===== config.mk =====
export PLATFORM = sky130hd
export DESIGN_NAME = efps_sequencer
export DESIGN_NICKNAME = d
export VERILOG_FILES = /design/src/rtl/efps_pkg.sv /design/src/rtl/efps_attr_decode.sv /design/src/rtl/efps_wait_timer.sv /design/src/rtl/efps_sequencer.sv
export SDC_FILE = /design/constraint.sdc
export NUM_CORES = 1
export LEC_CHECK = 0
export BUFFER_PORTS_ARGS = -buffer_cell sky130_fd_sc_hd__buf_4
export CAP_MARGIN = 20
export CORE_ASPECT_RATIO = 0.8
export CORE_UTILIZATION = 53
export DETAILED_ROUTE_END_ITERATION = 8
export PLACE_DENSITY = 0.8
export SLEW_MARGIN = 30
export SYNTH_ARGS = -nofsm -noshare
export SYNTH_HDL_FRONTEND = slang
export SYNTH_SLANG_ARGS = --single-unit

===== constraint.sdc =====
create_clock -name mclk -period 2.78 [get_ports mclk]
set_input_delay 0.139 -clock mclk [delete_from_list [all_inputs] [get_ports mclk]]
set_output_delay 0.139 -clock mclk [all_outputs]
set_load 0.005 [all_outputs]

===== src/rtl/efps_pkg.sv =====
// package of constants for the external flash port sequencer
package efps_pkg;
  localparam int ADDR_W = 24;
  localparam int DATA_W = 24;
  // register offsets on the plain register port
  localparam logic [3:0] OFS_FLASH_SEL = 4'h0;
  localparam logic [3:0] OFS_BANK_SEL = 4'h1;
  localparam logic [3:0] OFS_SPARE_TWO = 4'h2;
  localparam logic [3:0] OFS_SPARE_THREE = 4'h3;
  localparam logic [3:0] OFS_BUS_WAIT = 4'h4;
  localparam logic [3:0] OFS_OP_MODE = 4'h5;
  localparam logic [3:0] OFS_CMD = 4'h6;
  localparam logic [3:0] OFS_TADDR = 4'h7;
  localparam logic [3:0] OFS_TDATA = 4'h8;
  localparam logic [3:0] OFS_STATUS = 4'h9;
  localparam logic [3:0] OFS_RDATA = 4'hA;
  // attribute register fields
  localparam int AT_TYPE_LSB = 0;
  localparam logic [1:0] AT_TYPE_ASYNC = 2'h1;
  localparam int AT_POL_BIT = 2;
  localparam int AT_P_BIT = 3;
  localparam int AT_X_BIT = 4;
  localparam int AT_Y_BIT = 5;
  localparam int AT_SWAP_BIT = 6;
  localparam int AT_PACK_BIT = 7;
  localparam int AT_NCMP_LSB = 8;
  localparam int AT_REF_LSB = 12;
  // bus wait field positions
  localparam int BW_A0_LSB = 0;
  localparam int BW_A1_LSB = 5;
  localparam int BW_A2_LSB = 10;
  localparam int BW_A3_LSB = 13;
  localparam int BW_DEF_LSB = 16;
  // operating mode bits
  localparam int OM_BUS_OFF_BIT = 4;
  localparam int OM_TA_SYNC_BIT = 11;
  localparam int OM_REL_BIT = 12;
  localparam int OM_PRIO_DIS_BIT = 14;
  // reset values of the configuration registers
  localparam logic [23:0] RST_FLASH_SEL = 24'h100731;
  localparam logic [23:0] RST_BANK_SEL = 24'h100715;
  localparam logic [23:0] RST_SPARE = 24'h000000;
  localparam logic [23:0] RST_BUS_WAIT = 24'h00018C;
  localparam logic [23:0] RST_OP_MODE = 24'h004000;
  // flash command words and addresses, relative to the flash base
  localparam logic [23:0] CMD_UNLOCK1 = 24'hAAAA00;
  localparam logic [23:0] CMD_UNLOCK2 = 24'h555500;
  localparam logic [23:0] CMD_PROGRAM = 24'hA0A000;
  localparam logic [23:0] CMD_ERASE_SETUP = 24'h808000;
  localparam logic [23:0] CMD_SECTOR_ERASE = 24'h303000;
  localparam logic [23:0] FL_BASE = 24'h100000;
  localparam logic [23:0] FL_ADR_5555 = 24'h005555;
  localparam logic [23:0] FL_ADR_2AAA = 24'h002AAA;
  localparam logic [15:0] ERASED_HI = 16'hFFFF;
  // timing: 80 MHz core with a 150 ns part needs twelve waits
  localparam int CORE_MHZ = 80;
  localparam int FLASH_ACC_NS = 150;
  localparam int FLASH_WAITS = (FLASH_ACC_NS * CORE_MHZ + 999) / 1000;
  // command codes of the sequencer
  localparam logic [1:0] OP_NONE = 2'h0;
  localparam logic [1:0] OP_PROGRAM = 2'h1;
  localparam logic [1:0] OP_ERASE = 2'h2;
  localparam logic [1:0] OP_READ = 2'h3;
  // memory space of an external access
  localparam logic [1:0] SP_P = 2'h0;
  localparam logic [1:0] SP_X = 2'h1;
  localparam logic [1:0] SP_Y = 2'h2;
  typedef enum logic [2:0] {
    EFPS_IDLE = 3'b000,
    EFPS_ISSUE = 3'b001,
    EFPS_WAIT = 3'b011,
    EFPS_POLL = 3'b010,
    EFPS_DONE = 3'b110
  } efps_state_t;
endpackage : efps_pkg


===== src/rtl/efps_attr_decode.sv =====
// one address-attribute line decoder
`timescale 1ns/10ps
module efps_attr_decode
  import efps_pkg::*;
#(
  parameter int AW = 24
) (
  input wire logic [23:0] cfg,
  input wire logic [AW-1:0] addr,
  input wire logic [1:0] space,
  input wire logic active,
  output logic hit
);
  logic [11:0] ref_hi;
  logic [11:0] adr_hi;
  logic [11:0] cmp_mask;
  logic [3:0] ncmp;
  logic space_ok;
  logic type_ok;
  assign ref_hi = cfg[AT_REF_LSB +: 12];
  assign adr_hi = addr[AW-1 -: 12];
  assign ncmp = cfg[AT_NCMP_LSB +: 4];
  // top ncmp bits compared
  assign cmp_mask = ~(12'hFFF >> ncmp);
  // space enables P, X, Y
  assign space_ok = (space == SP_P && cfg[AT_P_BIT]) ||
                    (space == SP_X && cfg[AT_X_BIT]) ||
                    (space == SP_Y && cfg[AT_Y_BIT]);
  // zero type keeps a line quiet
  assign type_ok = cfg[AT_TYPE_LSB +: 2] == AT_TYPE_ASYNC;
  assign hit = active && type_ok && space_ok && (ncmp != 4'h0) &&
               (((adr_hi ^ ref_hi) & cmp_mask) == 12'h000);
endmodule : efps_attr_decode


===== src/rtl/efps_wait_timer.sv =====
// wait-state counter for one external cycle
`timescale 1ns/10ps
module efps_wait_timer #(
  parameter int CW = 5
) (
  input wire logic mclk,
  input wire logic rst_b,
  input wire logic start,
  input wire logic [CW-1:0] waits,
  output logic busy,
  output logic last
);
  logic [CW-1:0] cnt_ff;
  logic busy_ff;
  assign busy = busy_ff;
  assign last = busy_ff && (cnt_ff == '0);
  // loads on start, counts down to zero, then one more ending cycle
  always_ff @(posedge mclk or negedge rst_b) begin
    if (!rst_b) begin
      cnt_ff <= '0;
      busy_ff <= 1'b0;
    end else if (start) begin
      cnt_ff <= waits;
      busy_ff <= 1'b1;
    end else if (busy_ff) begin
      if (cnt_ff == '0) begin
        busy_ff <= 1'b0;
      end else begin
        cnt_ff <= cnt_ff - 1'b1;
      end
    end
  end
endmodule : efps_wait_timer


===== src/rtl/efps_sequencer.sv =====
// external flash port sequencer: registers, command walker, port cycles
//
// Notes on behaviour
// twelve wait states on flash accesses
// select line asserts in 100000-11FFFF, X or Y
// bank line picks X or Y flash half
// program only erased words (software's duty)
// erase acts on whole 64K-byte sector
// program: three unlock writes then data
// poll target until read equals data
// erase: six writes, last to sector
// poll sector until upper bits all ones
// only upper sixteen data bits matter
// type field 1 gives async cycles
// bit 2 sets line polarity
// bits 3-5 enable P, X, Y spaces
// swap and packing bits stay cleared
// compare count and reference high address
// per-area wait counts in bus control
// default wait and hold bits zero
// priority disable lets lines overlap
// bus-off bit stops external cycles
// release and acknowledge bits held zero
// spare attribute registers stay zero
// hold address, selects, strobe for waits
//
// Decided for this implementation: the register offsets and the address-and-strobe port.
`timescale 1ns/10ps
module efps_sequencer
  import efps_pkg::*;
(
  input wire logic mclk,
  input wire logic rst_b,
  input wire logic [3:0] reg_addr,
  input wire logic [23:0] reg_wdata,
  input wire logic reg_wr,
  input wire logic reg_rd,
  output logic [23:0] reg_rdata,
  output logic [23:0] ext_addr,
  output logic [23:0] ext_dout,
  output logic ext_doe,
  input wire logic [23:0] ext_din,
  output logic ext_rd_b,
  output logic ext_wr_b,
  output logic flash_select_line,
  output logic bank_select_line,
  output logic seq_busy
);
  import efps_pkg::*;

  //////////////////////////////////////////////////////////////////////
  // configuration registers
  logic [23:0] flash_select_attr_cfg_ff;
  logic [23:0] bank_select_attr_cfg_ff;
  logic [23:0] bus_wait_control_ff;
  logic [23:0] operating_mode_cfg_ff;
  logic [23:0] taddr_ff;
  logic [15:0] tdata_ff;
  logic [1:0] tspace_ff;
  logic [15:0] rd_word_ff;
  logic done_ff;
  logic cmd_go;
  logic [1:0] cmd_op;

  // state sits up here because the write decode already reads it
  efps_state_t state_ff;
  logic seq_busy_ff;
  logic polling_ff;


  // writable masks keep reserved and fixed bits at zero
  // swap and packing bits never set
  localparam logic [23:0] ATTR_WMASK = 24'hFFFF3F;
  // default wait, status and hold bits held zero
  localparam logic [23:0] BW_WMASK = 24'h00FFFF;
  // release and acknowledge bits held zero
  localparam logic [23:0] OM_WMASK = 24'h004010;

  // a command write while busy is ignored
  assign cmd_go = reg_wr && (reg_addr == OFS_CMD) && (state_ff == EFPS_IDLE);
  assign cmd_op = reg_wdata[1:0];

  // register writes; spare attribute registers are not writable
  // spare lines never assert
  always_ff @(posedge mclk or negedge rst_b) begin
    if (!rst_b) begin
      flash_select_attr_cfg_ff <= RST_FLASH_SEL;
      bank_select_attr_cfg_ff <= RST_BANK_SEL;
      bus_wait_control_ff <= RST_BUS_WAIT;
      operating_mode_cfg_ff <= RST_OP_MODE;
      taddr_ff <= 24'h000000;
      tdata_ff <= 16'h0000;
      tspace_ff <= SP_X;
    end else if (reg_wr) begin
      unique case (reg_addr)
        OFS_FLASH_SEL: flash_select_attr_cfg_ff <= reg_wdata & ATTR_WMASK;
        OFS_BANK_SEL: bank_select_attr_cfg_ff <= reg_wdata & ATTR_WMASK;
        OFS_BUS_WAIT: bus_wait_control_ff <= reg_wdata & BW_WMASK;
        OFS_OP_MODE: operating_mode_cfg_ff <= reg_wdata & OM_WMASK;
        OFS_TADDR: taddr_ff <= reg_wdata;
        // data lives in the upper sixteen bits
        OFS_TDATA: tdata_ff <= reg_wdata[23:8];
        OFS_CMD: begin
          if (state_ff == EFPS_IDLE) begin
            tspace_ff <= reg_wdata[3:2];
          end
        end
        default: begin
        end
      endcase
    end
  end

  //////////////////////////////////////////////////////////////////////
  // read port: data one cycle after the read strobe
  logic [23:0] rd_mux;
  logic [23:0] status_word;

  // status: bit 0 busy, bit 1 done, bits 3:2 space of the command
  assign status_word = {19'h0, tspace_ff, done_ff, seq_busy_ff, 1'b0} >> 1;

  assign rd_mux = (reg_addr == OFS_FLASH_SEL) ? flash_select_attr_cfg_ff :
                  (reg_addr == OFS_BANK_SEL) ? bank_select_attr_cfg_ff :
                  (reg_addr == OFS_SPARE_TWO) ? RST_SPARE :
                  (reg_addr == OFS_SPARE_THREE) ? RST_SPARE :
                  (reg_addr == OFS_BUS_WAIT) ? bus_wait_control_ff :
                  (reg_addr == OFS_OP_MODE) ? operating_mode_cfg_ff :
                  (reg_addr == OFS_TADDR) ? taddr_ff :
                  (reg_addr == OFS_TDATA) ? {tdata_ff, 8'h00} :
                  (reg_addr == OFS_STATUS) ? status_word :
                  (reg_addr == OFS_RDATA) ? {rd_word_ff, 8'h00} :
                  24'h000000;

  // read data stands one cycle, zero otherwise
  logic [23:0] reg_rdata_ff;
  always_ff @(posedge mclk or negedge rst_b) begin
    if (!rst_b) begin
      reg_rdata_ff <= 24'h000000;
    end else begin
      reg_rdata_ff <= reg_rd ? rd_mux : 24'h000000;
    end
  end
  assign reg_rdata = reg_rdata_ff;

  //////////////////////////////////////////////////////////////////////

  // command step table
  efps_state_t nxt_state;
  logic [1:0] op_ff;
  logic [2:0] step_ff;
  logic [2:0] last_step;
  logic [23:0] step_addr;
  logic [23:0] step_data;
  logic step_is_read;


  // program: unlock, unlock, program, then data word
  // erase: unlock pair, setup, unlock pair, sector word
  function automatic logic [47:0] step_word(input logic [1:0] op,
                                            input logic [2:0] st,
                                            input logic [23:0] ta,
                                            input logic [15:0] td);
    logic [47:0] w;
    w = {ta, td, 8'h00};
    if (st == 3'd0 || (op == OP_ERASE && st == 3'd3)) begin
      w = {FL_BASE + FL_ADR_5555, CMD_UNLOCK1};
    end else if (st == 3'd1 || (op == OP_ERASE && st == 3'd4)) begin
      w = {FL_BASE + FL_ADR_2AAA, CMD_UNLOCK2};
    end else if (st == 3'd2) begin
      w = {FL_BASE + FL_ADR_5555,
           (op == OP_ERASE) ? CMD_ERASE_SETUP : CMD_PROGRAM};
    end else if (op == OP_ERASE && st == 3'd5) begin
      w = {ta, CMD_SECTOR_ERASE};
    end
    return w;
  endfunction : step_word

  // index of the last write step; a plain read has none
  assign last_step = (op_ff == OP_ERASE) ? 3'd5 :
                     (op_ff == OP_PROGRAM) ? 3'd3 : 3'd0;
  // every poll passes WAIT before its compare, so the flag marks reads
  assign step_is_read = (op_ff == OP_READ) || polling_ff;

  assign {step_addr, step_data} = (op_ff == OP_READ) ? {taddr_ff, 24'h0} :
                                  step_word(op_ff, step_ff, taddr_ff,
                                            tdata_ff);

  //////////////////////////////////////////////////////////////////////
  // attribute decode and wait selection
  logic fl_hit;
  logic bk_hit;
  logic [4:0] waits_sel;
  logic tm_start;
  logic tm_busy;
  logic tm_last;
  logic cyc_issue;

  // flash select decodes its window
  efps_attr_decode #(.AW(ADDR_W)) u_fl_dec (
    .cfg(flash_select_attr_cfg_ff),
    .addr(step_addr),
    .space(tspace_ff),
    .active(1'b1),
    .hit(fl_hit)
  );
  // bank select answers X accesses only at its reset value
  efps_attr_decode #(.AW(ADDR_W)) u_bk_dec (
    .cfg(bank_select_attr_cfg_ff),
    .addr(step_addr),
    .space(tspace_ff),
    .active(1'b1),
    .hit(bk_hit)
  );

  // without priority disable only the bank select line wins
  logic bk_on;
  logic fl_on;

  assign bk_on = bk_hit;
  assign fl_on = fl_hit &&
                 (operating_mode_cfg_ff[OM_PRIO_DIS_BIT] || !bk_hit);

  // area 0 for bank hits, area 1 for flash, else default
  // reset values give twelve waits on both areas
  assign waits_sel = bk_on ? bus_wait_control_ff[BW_A0_LSB +: 5] :
                     fl_on ? bus_wait_control_ff[BW_A1_LSB +: 5] :
                     bus_wait_control_ff[BW_DEF_LSB +: 5];

  // bus-off bit holds the sequencer before any cycle
  assign cyc_issue = (state_ff == EFPS_ISSUE || state_ff == EFPS_POLL) &&
                     !tm_busy && !operating_mode_cfg_ff[OM_BUS_OFF_BIT];
  assign tm_start = cyc_issue;

  // one timer holds each cycle for the wait count
  efps_wait_timer #(.CW(5)) u_timer (
    .mclk(mclk),
    .rst_b(rst_b),
    .start(tm_start),
    .waits(waits_sel),
    .busy(tm_busy),
    .last(tm_last)
  );

  //////////////////////////////////////////////////////////////////////
  // sequencer state machine
  logic poll_match;

  // program done when read equals written word
  // erase done when upper sixteen bits all ones
  // low eight bits ignored in compares
  assign poll_match = (op_ff == OP_ERASE) ? (ext_din[23:8] == ERASED_HI) :
                      (ext_din[23:8] == tdata_ff);

  always_comb begin
    nxt_state = state_ff;
    unique case (state_ff)
      EFPS_IDLE: if (cmd_go && cmd_op != OP_NONE) nxt_state = EFPS_ISSUE;
      EFPS_ISSUE: if (cyc_issue) nxt_state = EFPS_WAIT;
      EFPS_WAIT: begin
        if (tm_last) begin
          if (op_ff == OP_READ) nxt_state = EFPS_DONE;
          else if (step_ff != last_step) nxt_state = EFPS_ISSUE;
          else if (step_is_read && poll_match) nxt_state = EFPS_DONE;
          else nxt_state = EFPS_POLL;
        end
      end
      EFPS_POLL: if (cyc_issue) nxt_state = EFPS_WAIT;
      EFPS_DONE: nxt_state = EFPS_IDLE;
      default: nxt_state = EFPS_IDLE;
    endcase
  end


  // polled cycles are marked by a flag that survives WAIT
  always_ff @(posedge mclk or negedge rst_b) begin
    if (!rst_b) begin
      state_ff <= EFPS_IDLE;
      op_ff <= OP_NONE;
      step_ff <= 3'd0;
      polling_ff <= 1'b0;
      done_ff <= 1'b0;
      seq_busy_ff <= 1'b0;
      rd_word_ff <= 16'h0000;
    end else begin
      state_ff <= nxt_state;
      seq_busy_ff <= (nxt_state != EFPS_IDLE);
      if (cmd_go && cmd_op != OP_NONE) begin
        op_ff <= cmd_op;
        step_ff <= 3'd0;
        polling_ff <= 1'b0;
        done_ff <= 1'b0;
      end else if (state_ff == EFPS_WAIT && tm_last) begin
        if (polling_ff || op_ff == OP_READ) begin
          rd_word_ff <= ext_din[23:8];
        end
        if (step_ff != last_step && op_ff != OP_READ) begin
          step_ff <= step_ff + 3'd1;
        end else begin
          polling_ff <= 1'b1;
        end
      end
      // set wins: done only rises here, cleared by a new command
      if (nxt_state == EFPS_DONE) begin
        done_ff <= 1'b1;
      end
    end
  end

  //////////////////////////////////////////////////////////////////////
  // external port drive, registered
  logic rd_cyc;
  assign rd_cyc = polling_ff || (op_ff == OP_READ);

  always_ff @(posedge mclk or negedge rst_b) begin
    if (!rst_b) begin
      ext_addr <= 24'h000000;
      ext_dout <= 24'h000000;
      ext_doe <= 1'b0;
      ext_rd_b <= 1'b1;
      ext_wr_b <= 1'b1;
      flash_select_line <= 1'b1;
      bank_select_line <= 1'b0;
    end else if (cyc_issue) begin
      // address, selects and strobe held until the cycle ends
      ext_addr <= polling_ff ? taddr_ff : step_addr;
      ext_dout <= step_data;
      ext_doe <= !rd_cyc;
      ext_rd_b <= !rd_cyc;
      ext_wr_b <= rd_cyc;
      // polarity bit: 0 active low, 1 active high
      flash_select_line <= fl_on ^ !flash_select_attr_cfg_ff[AT_POL_BIT];
      bank_select_line <= bk_on ^ !bank_select_attr_cfg_ff[AT_POL_BIT];
    end else if (tm_last) begin
      ext_doe <= 1'b0;
      ext_rd_b <= 1'b1;
      ext_wr_b <= 1'b1;
      flash_select_line <= !flash_select_attr_cfg_ff[AT_POL_BIT];
      bank_select_line <= !bank_select_attr_cfg_ff[AT_POL_BIT];
    end
  end

  // busy is registered: it follows the command write by one edge
  assign seq_busy = seq_busy_ff;
endmodule : efps_sequencer


==> results.txt, run 1 <==
----------------------------------------------------
[Run status]
  Result of the run ... finished with violations
  Failing checks ... setup timing

[STA]
  Setup violations, final ... 7
  Minimum period implied by the final worst setup slack ... 2.901 ns
  Setup repair after global routing missed its margin ... yes
  Pins Over Slew Limit ... 0
  Post-layout worst setup margin ... -0.1212 ns
  Actual slew at the worst max-slew pin ... about 0.85 ns
  Clock skew after layout ... roughly 0.01 ns
  Number of endpoints with negative hold slack in the final report ... 0
  Total Negative Setup Slacks ... -0.4300 ns
  Highest attainable clock frequency ... approximately 340 MHz
  Max transition margin ... 0.4327
  Final cycle utilization of the critical path ... 1.044

[Synthesis]
  Proportion of synthesized area in mux cells ... 0.1417
  Async set-reset flop share out of synthesis ... 1.000
  Syn. warnings ... 0
  Dominant cells by area after synthesis ... sky130_fd_sc_hd__dfrtp_1 45%, sky130_fd_sc_hd__mux2_2 13%, sky130_fd_sc_hd__dfstp_2 5.9%
  Leading area contributor after synthesis ... sky130_fd_sc_hd__dfrtp_1
  Share of synthesized area occupied by flip-flops and latches ... 0.5088
  Avg Synthesized Cell Area ... ~11 µm²
  Post-synthesis share of cell area spent on full adders, half adders and majority gates ... 0.01105
  Fraction of synthesized cell area in xor and xnor cells ... 0.02321
  Library cells used by synthesis ... roughly 70
  Number of enable flip-flop cells after synthesis ... 0
  Combinational family with the most area after synthesis ... compound AO/OA/AOI/OAI gates
  Basic-gate share of the synthesized area counting and, or, nand and nor cells ... 0.1048
  Dominant synthesized flop cell ... sky130_fd_sc_hd__dfrtp_1
  Share of the synthesized area in the top cell type ... 0.4495
  Count of state elements after synthesis ... between 200 and 250
  Synthesized instance count ... ~930
  Fraction of the mapped netlist area in compound gates ... 0.1701
  Area of the mapped netlist ... 0.01019 mm²

[Finish]
  Final net count ... 1209
  Post-route core utilization ... 0.7129
  Most common cell after layout, fill and taps aside ... sky130_fd_sc_hd__buf_4
  Proportion of layout cells with a drive suffix above 1 ... 0.3774
  Area delta synth->final ... 29.44%
  Commonest cells after routing, fill and taps aside ... 193 x sky130_fd_sc_hd__buf_4, 181 x sky130_fd_sc_hd__dfrtp_1, 121 x sky130_fd_sc_hd__mux2_2

[Global routing]
  Global-route wire length before repair ... slightly below 50 mm
  Overall routing resource usage ... 0.3247
  Pin count of the biggest net entering global routing ... 84
  Via count of the first global-routing pass ... 8514
  Number of antenna violations at the first check in global routing ... 1
  Total overflow reported by the global router ... 0

[Power and ir drop]
  Design Power ... 0.01261 W
  Flop pwr share ... 0.383
  Static leakage ... approximately 5.8 nW
  Sw Ratio ... 0.3587
  Clock network fraction of design power ... 0.230
  Internal power ... ~0.0081 W
  Combinational share of power ... 0.386
  VDD IR max ... slightly below 0.5 mV
  Total power divided by cell area ... around 960 mW/mm²
  Switching power ... 0.004525 W

[Routing]
  Met3 routed WL ... 3.798 mm
  1st-pass router iterations ... 8
  Detailed route wirelength on metal2 ... about 14 mm
  Wire length after detailed routing ... about 32 mm
  Detailed-route DRC error count ... 0
  Routed length per placed instance ... approximately 23 µm
  Count of routing violations after the opening detailed-route iteration ... roughly 800
  Detail Route Antenna Nets ... 0
  Via count ... between 8000 and 9000
  Average via count per standard cell ... between 6 and 7
  Highest signal layer in the routed design ... met4
  Wire length on met1 ... roughly 14 mm

[Worst setup path]
  R2r setup slk ... -0.12 ns
  Reg-to-reg critical path endpoint ... bank_select_line
  Start-to-end type of the worst setup path ... register to register
  R2R depth ... 12
  Category of the worst setup path launch point ... register
  CP Max Fanout ... 8
  Worst EP arrival ... roughly 3.3 ns
  Source of the worst register-to-register timing path ... step_ff[0]
  Kind of end point of the critical path ... register
  Data required time of the worst path ... about 3.2 ns

[Min path]
  Hold-critical path endpoint ... reg_rdata[7]
  Worst min-delay path category ... primary input to register
  Launch instance of the worst min-delay path ... reg_addr[3]
  Number of cells on the worst hold path ... 3

[Placement]
  Final weighted congestion in routability-driven placement ... around 0.94
  Post-detail-place hpwl ... approximately 22 mm
  Number of buffers added on ports ... 117

[CTS]
  CTS H-tree depth ... 1
  Clk slew on worst S/H paths ... approximately 0.070 ns
  Maximum buffer depth of the clock tree ... 3
  Number of clock buffers inserted by TritonCTS ... 21
  Clock network latency to the later pin of the worst-skew pair ... 0.50 ns
  Total clock sinks ... approximately 210
  CTS tree ... built
  CTS Root Buffer Type ... sky130_fd_sc_hd__clkbuf_16

[Die]
  I/O Pins ... roughly 130
  DIE AREA ... slightly below 0.02 mm²
  Effective utilization at floorplan ... 0.5508
  Vertical die dimension ... roughly 130 µm
  Num rows ... between 40 and 50
  Core box area ... around 0.018 mm²
  Chip width ... around 160 µm

[Run]
  Max capacitance violation total ... 0

----------------------------------------------------
==> kinds of logic after synthesis <==
logic type,Yosys count
other,1
XOR/XNOR,27
adder cells (fa/ha/maj),9
flip-flops,206
AND/OR/NAND/NOR,225
AO/OA/AOI/OAI,246
buffers and inverters,89
multiplexers,129
==> cell type report <==
class,instances,area [µm²]
diodes,1,2.502
clock buffers,27,598.1
inverters,25,96.34
fillers,1333,5310
flip-flops and latches,206,5186
repair buffers,246,2013
multi-input cells,644,4862
well taps,253,316.6
clock inverters,10,112.6
==> critical path: stages (launching register included) <==
cell and delay [ns]:
sky130_fd_sc_hd__dfrtp_2 0.45, sky130_fd_sc_hd__buf_6 0.14, sky130_fd_sc_hd__ha_4 0.17, sky130_fd_sc_hd__nor3_4 0.16
sky130_fd_sc_hd__buf_6 0.16, sky130_fd_sc_hd__buf_4 0.12, sky130_fd_sc_hd__o221ai_2 0.11, sky130_fd_sc_hd__xor2_1 0.33
sky130_fd_sc_hd__o32ai_2 0.16, sky130_fd_sc_hd__nor4_4 0.41, sky130_fd_sc_hd__and3_4 0.26, sky130_fd_sc_hd__nor3_2 0.04
sky130_fd_sc_hd__a221o_1 0.28
==> repair_timing <==
item                                   in CTS  in global routing
endpoints found under the hold margin     204                  0
buffers inserted                            5                  9
hold buffers                               42                  0
pin swaps                                   7                 24
resized for setup                          26                 30
setup endpoints to repair                   7                  7
==> power groups by stage <==
stage / combinational, W / sequential [W] / clock [W]
6_report: 0.00487 / 0.00484 / 0.00291
5_1_grt: 0.00529 / 0.00492 / 0.00305
4_1_cts: 0.00456 / 0.00476 / 0.00293
3_5_place_dp: 0.00432 / 0.00479 / 0
3_3_place_gp: 0.00420 / 0.00477 / 0
2_1_floorplan: 0.00261 / 0.00447 / 0
==> how the worst max path moves through the flow <==
stage / startpoint / end / slack (ns) / cells after the start
2_1_floorplan: step_ff[0] / flash_select_line / 0.11 / 11
3_3_place_gp: step_ff[0] / u_timer.cnt_ff[0] / -0.09 / 13
3_5_place_dp: step_ff[0] / u_timer.cnt_ff[0] / -0.17 / 13
4_1_cts: step_ff[1] / flash_select_line / -0.009 / 11
5_1_grt: step_ff[0] / bank_select_line / -0.17 / 12
6_report: step_ff[0] / bank_select_line / -0.12 / 12
==> sequential cells by signal (all words and copies together), names as in the netlist, 3 cells and up <==
signal                    count
step_ff                       3
bus_wait_control_ff          16
rd_word_ff                   16
taddr_ff                     24
tdata_ff                     16
u_timer.cnt_ff                5
flash_select_attr_cfg_ff     22
state_ff                      3
reg_rdata                    24
ext_addr                     24
bank_select_attr_cfg_ff      22
ext_dout                     16
==> Yosys cell counts, types with 3 or more instances <==
cell and n:
sky130_fd_sc_hd__nor3_1 19, sky130_fd_sc_hd__a221oi_1 12, sky130_fd_sc_hd__buf_1 9, sky130_fd_sc_hd__clkbuf_1 32, sky130_fd_sc_hd__nand4_1 5, sky130_fd_sc_hd__nand2_1 87, sky130_fd_sc_hd__nor2b_1 11, sky130_fd_sc_hd__a211oi_1 3
sky130_fd_sc_hd__a22oi_1 27, sky130_fd_sc_hd__o22ai_1 13, sky130_fd_sc_hd__ha_1 9, sky130_fd_sc_hd__mux2i_1 7, sky130_fd_sc_hd__nor4_1 11, sky130_fd_sc_hd__a21o_1 5, sky130_fd_sc_hd__xor2_1 15, sky130_fd_sc_hd__o21ai_0 63
sky130_fd_sc_hd__and2_1 5, sky130_fd_sc_hd__o31ai_1 3, sky130_fd_sc_hd__a21oi_1 35, sky130_fd_sc_hd__xnor2_1 12, sky130_fd_sc_hd__mux2_2 121, sky130_fd_sc_hd__o21ai_1 4, sky130_fd_sc_hd__and3_1 3, sky130_fd_sc_hd__nand2b_1 6
sky130_fd_sc_hd__a221o_1 3, sky130_fd_sc_hd__buf_2 8, sky130_fd_sc_hd__a222oi_1 7, sky130_fd_sc_hd__or2_2 3, sky130_fd_sc_hd__nor4b_1 3, sky130_fd_sc_hd__a22o_1 15, sky130_fd_sc_hd__dfstp_2 23, sky130_fd_sc_hd__buf_4 13
sky130_fd_sc_hd__a31oi_1 18, sky130_fd_sc_hd__o21a_1 4, sky130_fd_sc_hd__o221ai_2 6, sky130_fd_sc_hd__inv_1 25, sky130_fd_sc_hd__nand3_1 19, sky130_fd_sc_hd__dfrtp_1 183, sky130_fd_sc_hd__nor2_1 43
==> through the flow <==
step                      worst slack, ns  area, µm²  hold WS (ns)  std cells
after floorplan                    0.1056      10210       -0.1566        939
after global placement           -0.09357      11720        0.2240       1321
after detailed placement          -0.1651      11720        0.2264       1321
after CTS                       -0.009378      13000      0.007473       1405
after global routing              -0.1718      13190       0.07353       1412
final                             -0.1212      13190       0.02013       1412
==> layer usage <==
layer | vias to the layer above | track usage
met1 | 4379 | 0.4745
met2 | 513 | 0.4792
met4 | 0 | 0.08452
met3 | 68 | 0.08534
met5 | - | 0
li1 | 3845 | -
(Power assumes the default switching activity.)
==> run 2, diff against run 1 <==
==> constraint.sdc (replaced) <==
create_clock -name mclk -period 2.78 [get_ports mclk]
set_input_delay 0.278 -clock mclk [delete_from_list [all_inputs] [get_ports mclk]]
set_output_delay 0.278 -clock mclk [all_outputs]
set_load 0.005 [all_outputs]
==> results.txt, run 2 (same netlist as run 1, synthesis figures left out) <==
----------------------------------------------------
[Run status]
  Result of the run ... finished with violations
  Failing checks ... setup timing

[STA]
  Minimum period implied by the final worst setup slack ... slightly below 3 ns
  Highest attainable clock frequency ... 345.3 MHz
  Setup repair after global routing missed its margin ... yes
  Actual slew at the worst max-slew pin ... approximately 0.9 ns
  Clock skew after layout ... ~0.0073 ns
  Max transition margin ... 0.4110
  Pins Over Slew Limit ... 0
  Post-layout worst setup margin ... -0.1159 ns
  Setup violations, final ... 6
  Number of endpoints with negative hold slack in the final report ... 0
  Final cycle utilization of the critical path ... 1.042

[Worst setup path]
  Crit path buf inv count ... 5
  Category of cells accounting for the largest share of critical-path delay ... buffers and inverters
  CP Max Fanout ... 6
  Worst EP arrival ... approximately 3.3 ns
  Critical-path top delay cell ... sky130_fd_sc_hd__dfrtp_2
  Cell repeated most along the worst path ... sky130_fd_sc_hd__buf_4
  Kind of end point of the critical path ... register
  Start-to-end type of the worst setup path ... register to register
  Data required time of the worst path ... between 3 and 4 ns
  Category of the worst setup path launch point ... register
  Crit path cell chain ... inv_2 > ha_2 > nor3_4 > buf_6 > buf_12 > buf_4 > o221ai_2 > mux2i_1 > a41oi_2 > nor4_1 > buf_4 > nand2_2 > and2_4 > a221o_1
  CP max stage delay ... 0.45 ns

[Finish]
  Proportion of layout cells with a drive suffix above 1 ... 0.3871
  Area of the multi-input gates ... about 0.0049 mm²
  Number of inserted diodes ... 0
  Sequential Area ... about 0.0052 mm²
  Commonest cells after routing, fill and taps aside ... 190 x sky130_fd_sc_hd__buf_4, 181 x sky130_fd_sc_hd__dfrtp_1, 121 x sky130_fd_sc_hd__mux2_2
  Post-route core utilization ... 0.6919
  Most common cell after layout, fill and taps aside ... sky130_fd_sc_hd__buf_4
  Area delta synth->final ... 25.62%
  # fillers ... approximately 1400
  Final net count ... around 1200

[Routing]
  Met3 routed WL ... ~3.6 mm
  Wire length on met1 ... 13.28 mm
  Via count ... ~8600
  Detail Route Antenna Nets ... 0
  Wire length after detailed routing ... about 31 mm
  Average via count per standard cell ... 6.283
  1st-pass router iterations ... 8
  Detailed route wirelength on metal2 ... 13.59 mm
  Count of routing violations after the opening detailed-route iteration ... 1016
  Routed length per placed instance ... roughly 23 µm
  Highest signal layer in the routed design ... met4
  Detailed-route DRC error count ... 0

[Die]
  Vertical die dimension ... roughly 130 µm
  I/O Pins ... ~130
  DIE AREA ... slightly below 0.02 mm²
  Core box area ... about 0.018 mm²
  Effective utilization at floorplan ... 0.5508
  Chip width ... 157.0 µm
  Num rows ... between 40 and 50

[Placement]
  Post-detail-place hpwl ... ~22 mm
  Final weighted congestion in routability-driven placement ... 0.9437
  Number of buffers added on ports ... 117

[Power and ir drop]
  Total power divided by cell area ... about 990 mW/mm²
  VDD IR max ... approximately 0.51 mV
  Static leakage ... between 5 and 6 nW
  Design Power ... about 0.013 W

[Global routing]
  Overall routing resource usage ... 0.3184
  Global-route wire length before repair ... between 40 and 50 mm
  Total overflow reported by the global router ... 0
  Pin count of the biggest net entering global routing ... 75
  Number of antenna violations at the first check in global routing ... 0
  Via count of the first global-routing pass ... 8216

[CTS]
  Number of clock buffers inserted by TritonCTS ... 21
  Total clock sinks ... 206
  CTS tree ... built
  Maximum buffer depth of the clock tree ... 3
  CTS Root Buffer Type ... sky130_fd_sc_hd__clkbuf_16
  Clock network latency to the later pin of the worst-skew pair ... 0.50 ns
  CTS H-tree depth ... 1
  Clk slew on worst S/H paths ... around 0.06 ns

[Min path]
  Worst min-delay path category ... primary input to register

[Run]
  Max capacitance violation total ... 0

----------------------------------------------------
run 2: cell types whose count changed in the layout (fill, tap and decap cells not counted), sizes merged:
cell,before,now
inv,27,25
clkinv,4,3
clkinvlp,2,1
clkbuf,28,30
bufinv,2,3
dlygate4sd3,42,1
diode,1,0
run 2: metal layers:
layer / vias up / track usage
met5: - / 0
met3: 68 / 0.07536
met4: 0 / 0.09595
li1: 3767 / -
met1: 4264 / 0.4727
met2: 502 / 0.4620
run 2: path summary, 6_finish.rpt:
path / startpoint / to / slack (ns) / depth (start not counted)
max: step_ff[0] / u_timer.cnt_ff[0] / -0.12 / 14
min: reg_wdata[6] / taddr_ff[6] / 0.03 / 2
max reg2reg: step_ff[0] / u_timer.cnt_ff[0] / -0.12 / 14
min reg2reg: ext_dout[13] / ext_dout[13] / 0.48 / 2
max in group asynchronous: rst_b / bank_select_attr_cfg_ff[10] / 1.62 / 3
min in group asynchronous: rst_b / ext_dout[17] / 0.33 / 2
run 2: power by group:
group	internal [W]	leakage [nW]	switching, W	total (W)
Sequential	0.00393	2.53	0.000916	0.00485
Clock	0.00175	0.341	0.00115	0.00290
Combinational	0.00244	2.78	0.00243	0.00487
run 2: per-stage QoR:
| step | cell area [µm²] | hold WS, ns | worst slack [ns] | setup TNS (ns) | instances |
|---|---|---|---|---|---|
| 2_1_floorplan | 10210 | -0.01759 | 0.1056 | 0 | 939 |
| 3_3_place_gp | 11750 | 0.2946 | -0.08846 | -0.4545 | 1324 |
| 3_5_place_dp | 11750 | 0.2991 | -0.1566 | -0.8279 | 1324 |
| 4_1_cts | 12560 | 0.02366 | -0.09462 | -0.2579 | 1365 |
| 5_1_grt | 12800 | 0.03222 | -0.2193 | -1.226 | 1369 |
| 6_report | 12800 | 0.03324 | -0.1159 | -0.4272 | 1369 |
run 2: layout make-up:
type                            count  area share
Sequential cell                   206      0.4052
Multi-Input combinational cell    644      0.3802
Timing Repair Buffer              205      0.1278
Clock buffer                       29     0.04575
Tap cell                          253     0.02473
Clock inverter                      7    0.008799
Inverter                           25    0.007528
run 2: repair_timing:
action,CTS,global route
pin swaps,14,20
setup endpoints to repair,7,7
hold endpoints to repair,58,0
setup buffers,4,5
hold buffers,1,0
gates resized for setup,17,40
run 2: worst reg2reg max path, delay by kind of cell (launching register included):
family,cells,cell delay [ns]
AOI/OAI and AO/OA,3,0.62
adders and majority gates,1,0.23
buffers and inverters,5,0.69
DFF,1,0.45
muxes,1,0.27
and+or+nand+nor,4,0.53
==> run 3, diff against run 2 <==
--- a/config.mk
+++ b/config.mk
@@ -10,8 +10,10 @@
 export CORE_ASPECT_RATIO = 0.8
 export CORE_UTILIZATION = 53
 export DETAILED_ROUTE_END_ITERATION = 8
+export HOLD_SLACK_MARGIN = 0.12
 export PLACE_DENSITY = 0.8
 export SLEW_MARGIN = 30
 export SYNTH_ARGS = -nofsm -noshare
 export SYNTH_HDL_FRONTEND = slang
+export SYNTH_HIERARCHICAL = 1
 export SYNTH_SLANG_ARGS = --single-unit
==> results.txt, run 3 <==
----------------------------------------------------
[STA]
  Number of endpoints with negative hold slack in the final report ... 0
  Setup repair after global routing missed its margin ... yes
  Minimum period implied by the final worst setup slack ... 3.348 ns
  Clock skew after layout ... between 0.007 and 0.008 ns
  Highest attainable clock frequency ... roughly 300 MHz
  Post-layout worst setup margin ... -0.5679 ns
  Worst-case hold slack ... between 0.15 and 0.2 ns
  Final cycle utilization of the critical path ... 1.204
  Setup violations, final ... 7
  Max transition margin ... 0.3266
  Pins Over Slew Limit ... 0
  Actual slew at the worst max-slew pin ... approximately 1.0 ns

[Run status]
  Result of the run ... finished with violations
  Failing checks ... setup timing

[Global routing]
  Total overflow reported by the global router ... 0
  Pin count of the biggest net entering global routing ... between 70 and 80
  Overall routing resource usage ... 0.3134
  Via count of the first global-routing pass ... 8364
  Global-route wire length before repair ... 47.14 mm
  Number of antenna violations at the first check in global routing ... 1

[Power and ir drop]
  Combinational share of power ... 0.371
  Internal power ... between 0.007 and 0.008 W
  Sw Ratio ... 0.3533
  VDD IR max ... roughly 0.6 mV
  Total power divided by cell area ... around 930 mW/mm²
  Switching power ... 0.004271 W
  Static leakage ... 5.908 nW
  Flop pwr share ... 0.394
  Clock network fraction of design power ... 0.234

[CTS]
  Number of clock buffers inserted by TritonCTS ... 21
  Total clock sinks ... between 200 and 250
  Clock network latency to the later pin of the worst-skew pair ... around 0.5 ns
  CTS H-tree depth ... 1
  Maximum buffer depth of the clock tree ... 3
  CTS Root Buffer Type ... sky130_fd_sc_hd__clkbuf_16
  CTS tree ... built
  Clk slew on worst S/H paths ... roughly 0.070 ns

[Finish]
  Non-Filler Cell Area, Final ... about 0.013 mm²
  Commonest cells after routing, fill and taps aside ... 181 x sky130_fd_sc_hd__dfrtp_1, 175 x sky130_fd_sc_hd__buf_4, 111 x sky130_fd_sc_hd__mux2_2
  Final non-filler cell total ... between 1000 and 1500
  Area delta synth->final ... 27.63%
  Proportion of layout cells with a drive suffix above 1 ... 0.3616
  Final net count ... 1195
  Most common cell after layout, fill and taps aside ... sky130_fd_sc_hd__dfrtp_1

[Min path]
  Launch instance of the worst min-delay path ... reg_addr[0]
  Worst min-delay path category ... primary input to register

[Placement]
  Worst slack at placement ... -0.5593 ns
  Number of buffers added on ports ... 117
  Final weighted congestion in routability-driven placement ... just under 1
  Post-detail-place hpwl ... between 20 and 25 mm
  DP Cell Count ... 1315
  Area after DPL ... about 0.012 mm²

[Die]
  DIE AREA ... between 0.015 and 0.02 mm²
  Chip width ... 157.1 µm
  Effective utilization at floorplan ... 0.5516
  I/O Pins ... approximately 130
  Core box area ... 0.01850 mm²
  Vertical die dimension ... approximately 130 µm
  Num rows ... between 40 and 50

[Worst setup path]
  Data required time of the worst path ... 3.15 ns
  Category of the worst setup path launch point ... register
  Kind of end point of the critical path ... register
  Crit path from ... step_ff[1]
  Source of the worst register-to-register timing path ... step_ff[1]
  Worst EP arrival ... around 3.7 ns
  CP Max Fanout ... 5
  Start-to-end type of the worst setup path ... register to register

[Synthesis]
  Area of the mapped netlist ... about 0.010 mm²
  Synthesized instance count ... 933
  Avg Synthesized Cell Area ... around 11 µm²
  Syn. warnings ... 6

[Routing]
  Wire length after detailed routing ... about 30 mm
  Average via count per standard cell ... about 6.0
  Routed length per placed instance ... about 22 µm
  Count of routing violations after the opening detailed-route iteration ... between 700 and 800
  1st-pass router iterations ... 5
  Via count ... ~8400
  Detail Route Antenna Nets ... 0
  Detailed-route DRC error count ... 0

[Run]
  Max capacitance violation total ... 0

----------------------------------------------------
-- run 3: power by group through the flow --
| stage | Clock (W) | Sequential, W | Combinational [W] |
|---|---|---|---|
| floorplan | 0 | 0.00452 | 0.00254 |
| global placement | 0 | 0.00471 | 0.00404 |
| detailed placement | 0 | 0.00475 | 0.00415 |
| CTS | 0.00287 | 0.00471 | 0.00433 |
| global route | 0.00298 | 0.00485 | 0.00488 |
| finish | 0.00283 | 0.00477 | 0.00449 |
-- run 3: final timing paths --
kind | depth (start not counted) | slack [ns] | to
hold reg to reg | 2 | 0.48 | ext_addr[13]
setup / recovery | 17 | -0.57 | u_timer/cnt_ff[0]
max in group asynchronous | 3 | 1.61 | bank_select_attr_cfg_ff[8]
hold / removal | 3 | 0.16 | reg_rdata[2]
setup reg to reg | 17 | -0.57 | u_timer/cnt_ff[0]
min in group asynchronous | 2 | 0.37 | ext_dout[19]
-- run 3: area by class of cell --
| cell class | instances | area [µm²] |
|---|---|---|
| fillers | 1348 | 5475 |
| clock inverters | 7 | 67.56 |
| diodes | 1 | 2.502 |
| inverters | 22 | 82.58 |
| flip-flops and latches | 206 | 5186 |
| repair buffers | 224 | 1852 |
| multi-input cells | 655 | 4902 |
| clock buffers | 31 | 613.1 |
| well taps | 253 | 316.6 |
-- run 3: timing repair --
| item | in CTS | in global routing |
|---|---|---|
| cloned | 1 | 0 |
| setup endpoints to repair | 10 | 12 |
| resized for setup | 20 | 21 |
| hold endpoints to repair | 189 | 0 |
| buffers inserted | 3 | 0 |
| hold buffers | 41 | 0 |
| pin swaps | 19 | 9 |
-- run 3: per-layer routing --
metal / vias up / global-route usage / wire, µm
met5: - / 0 / 0
met4: 0 / 0.09595 / 739
met3: 65 / 0.07089 / 2783
met2: 398 / 0.4654 / 13400
met1: 4226 / 0.4574 / 13440
li1: 3728 / - / -
-- run 3: critical path, cell delays in order (launching register included) --
cell and delay [ns]:
sky130_fd_sc_hd__dfrtp_2 0.46, sky130_fd_sc_hd__ha_4 0.18, sky130_fd_sc_hd__ha_4 0.15, sky130_fd_sc_hd__and2_4 0.13
sky130_fd_sc_hd__or2_4 0.23, sky130_fd_sc_hd__or2_4 0.26, sky130_fd_sc_hd__and2_4 0.22, sky130_fd_sc_hd__nor2b_4 0.17
sky130_fd_sc_hd__xor2_2 0.09, sky130_fd_sc_hd__maj3_2 0.30, sky130_fd_sc_hd__o22ai_2 0.10, sky130_fd_sc_hd__nand4_1 0.14
sky130_fd_sc_hd__a21oi_2 0.19, sky130_fd_sc_hd__buf_6 0.15, sky130_fd_sc_hd__nor2b_4 0.05, sky130_fd_sc_hd__a22o_1 0.19
sky130_fd_sc_hd__nand2_2 0.08, sky130_fd_sc_hd__o311ai_2 0.11
-- run 3: metrics by stage --
step | util | TNS (ns) | power (W)
floorplan | - | -2.641 | 0.007066
global placement | 0.6343 | -3.225 | 0.008752
detailed placement | 0.6343 | -3.944 | 0.008897
CTS | 0.6985 | -3.174 | 0.01191
global route | 0.7039 | -4.278 | 0.01271
finish | 0.7040 | -3.595 | 0.01209
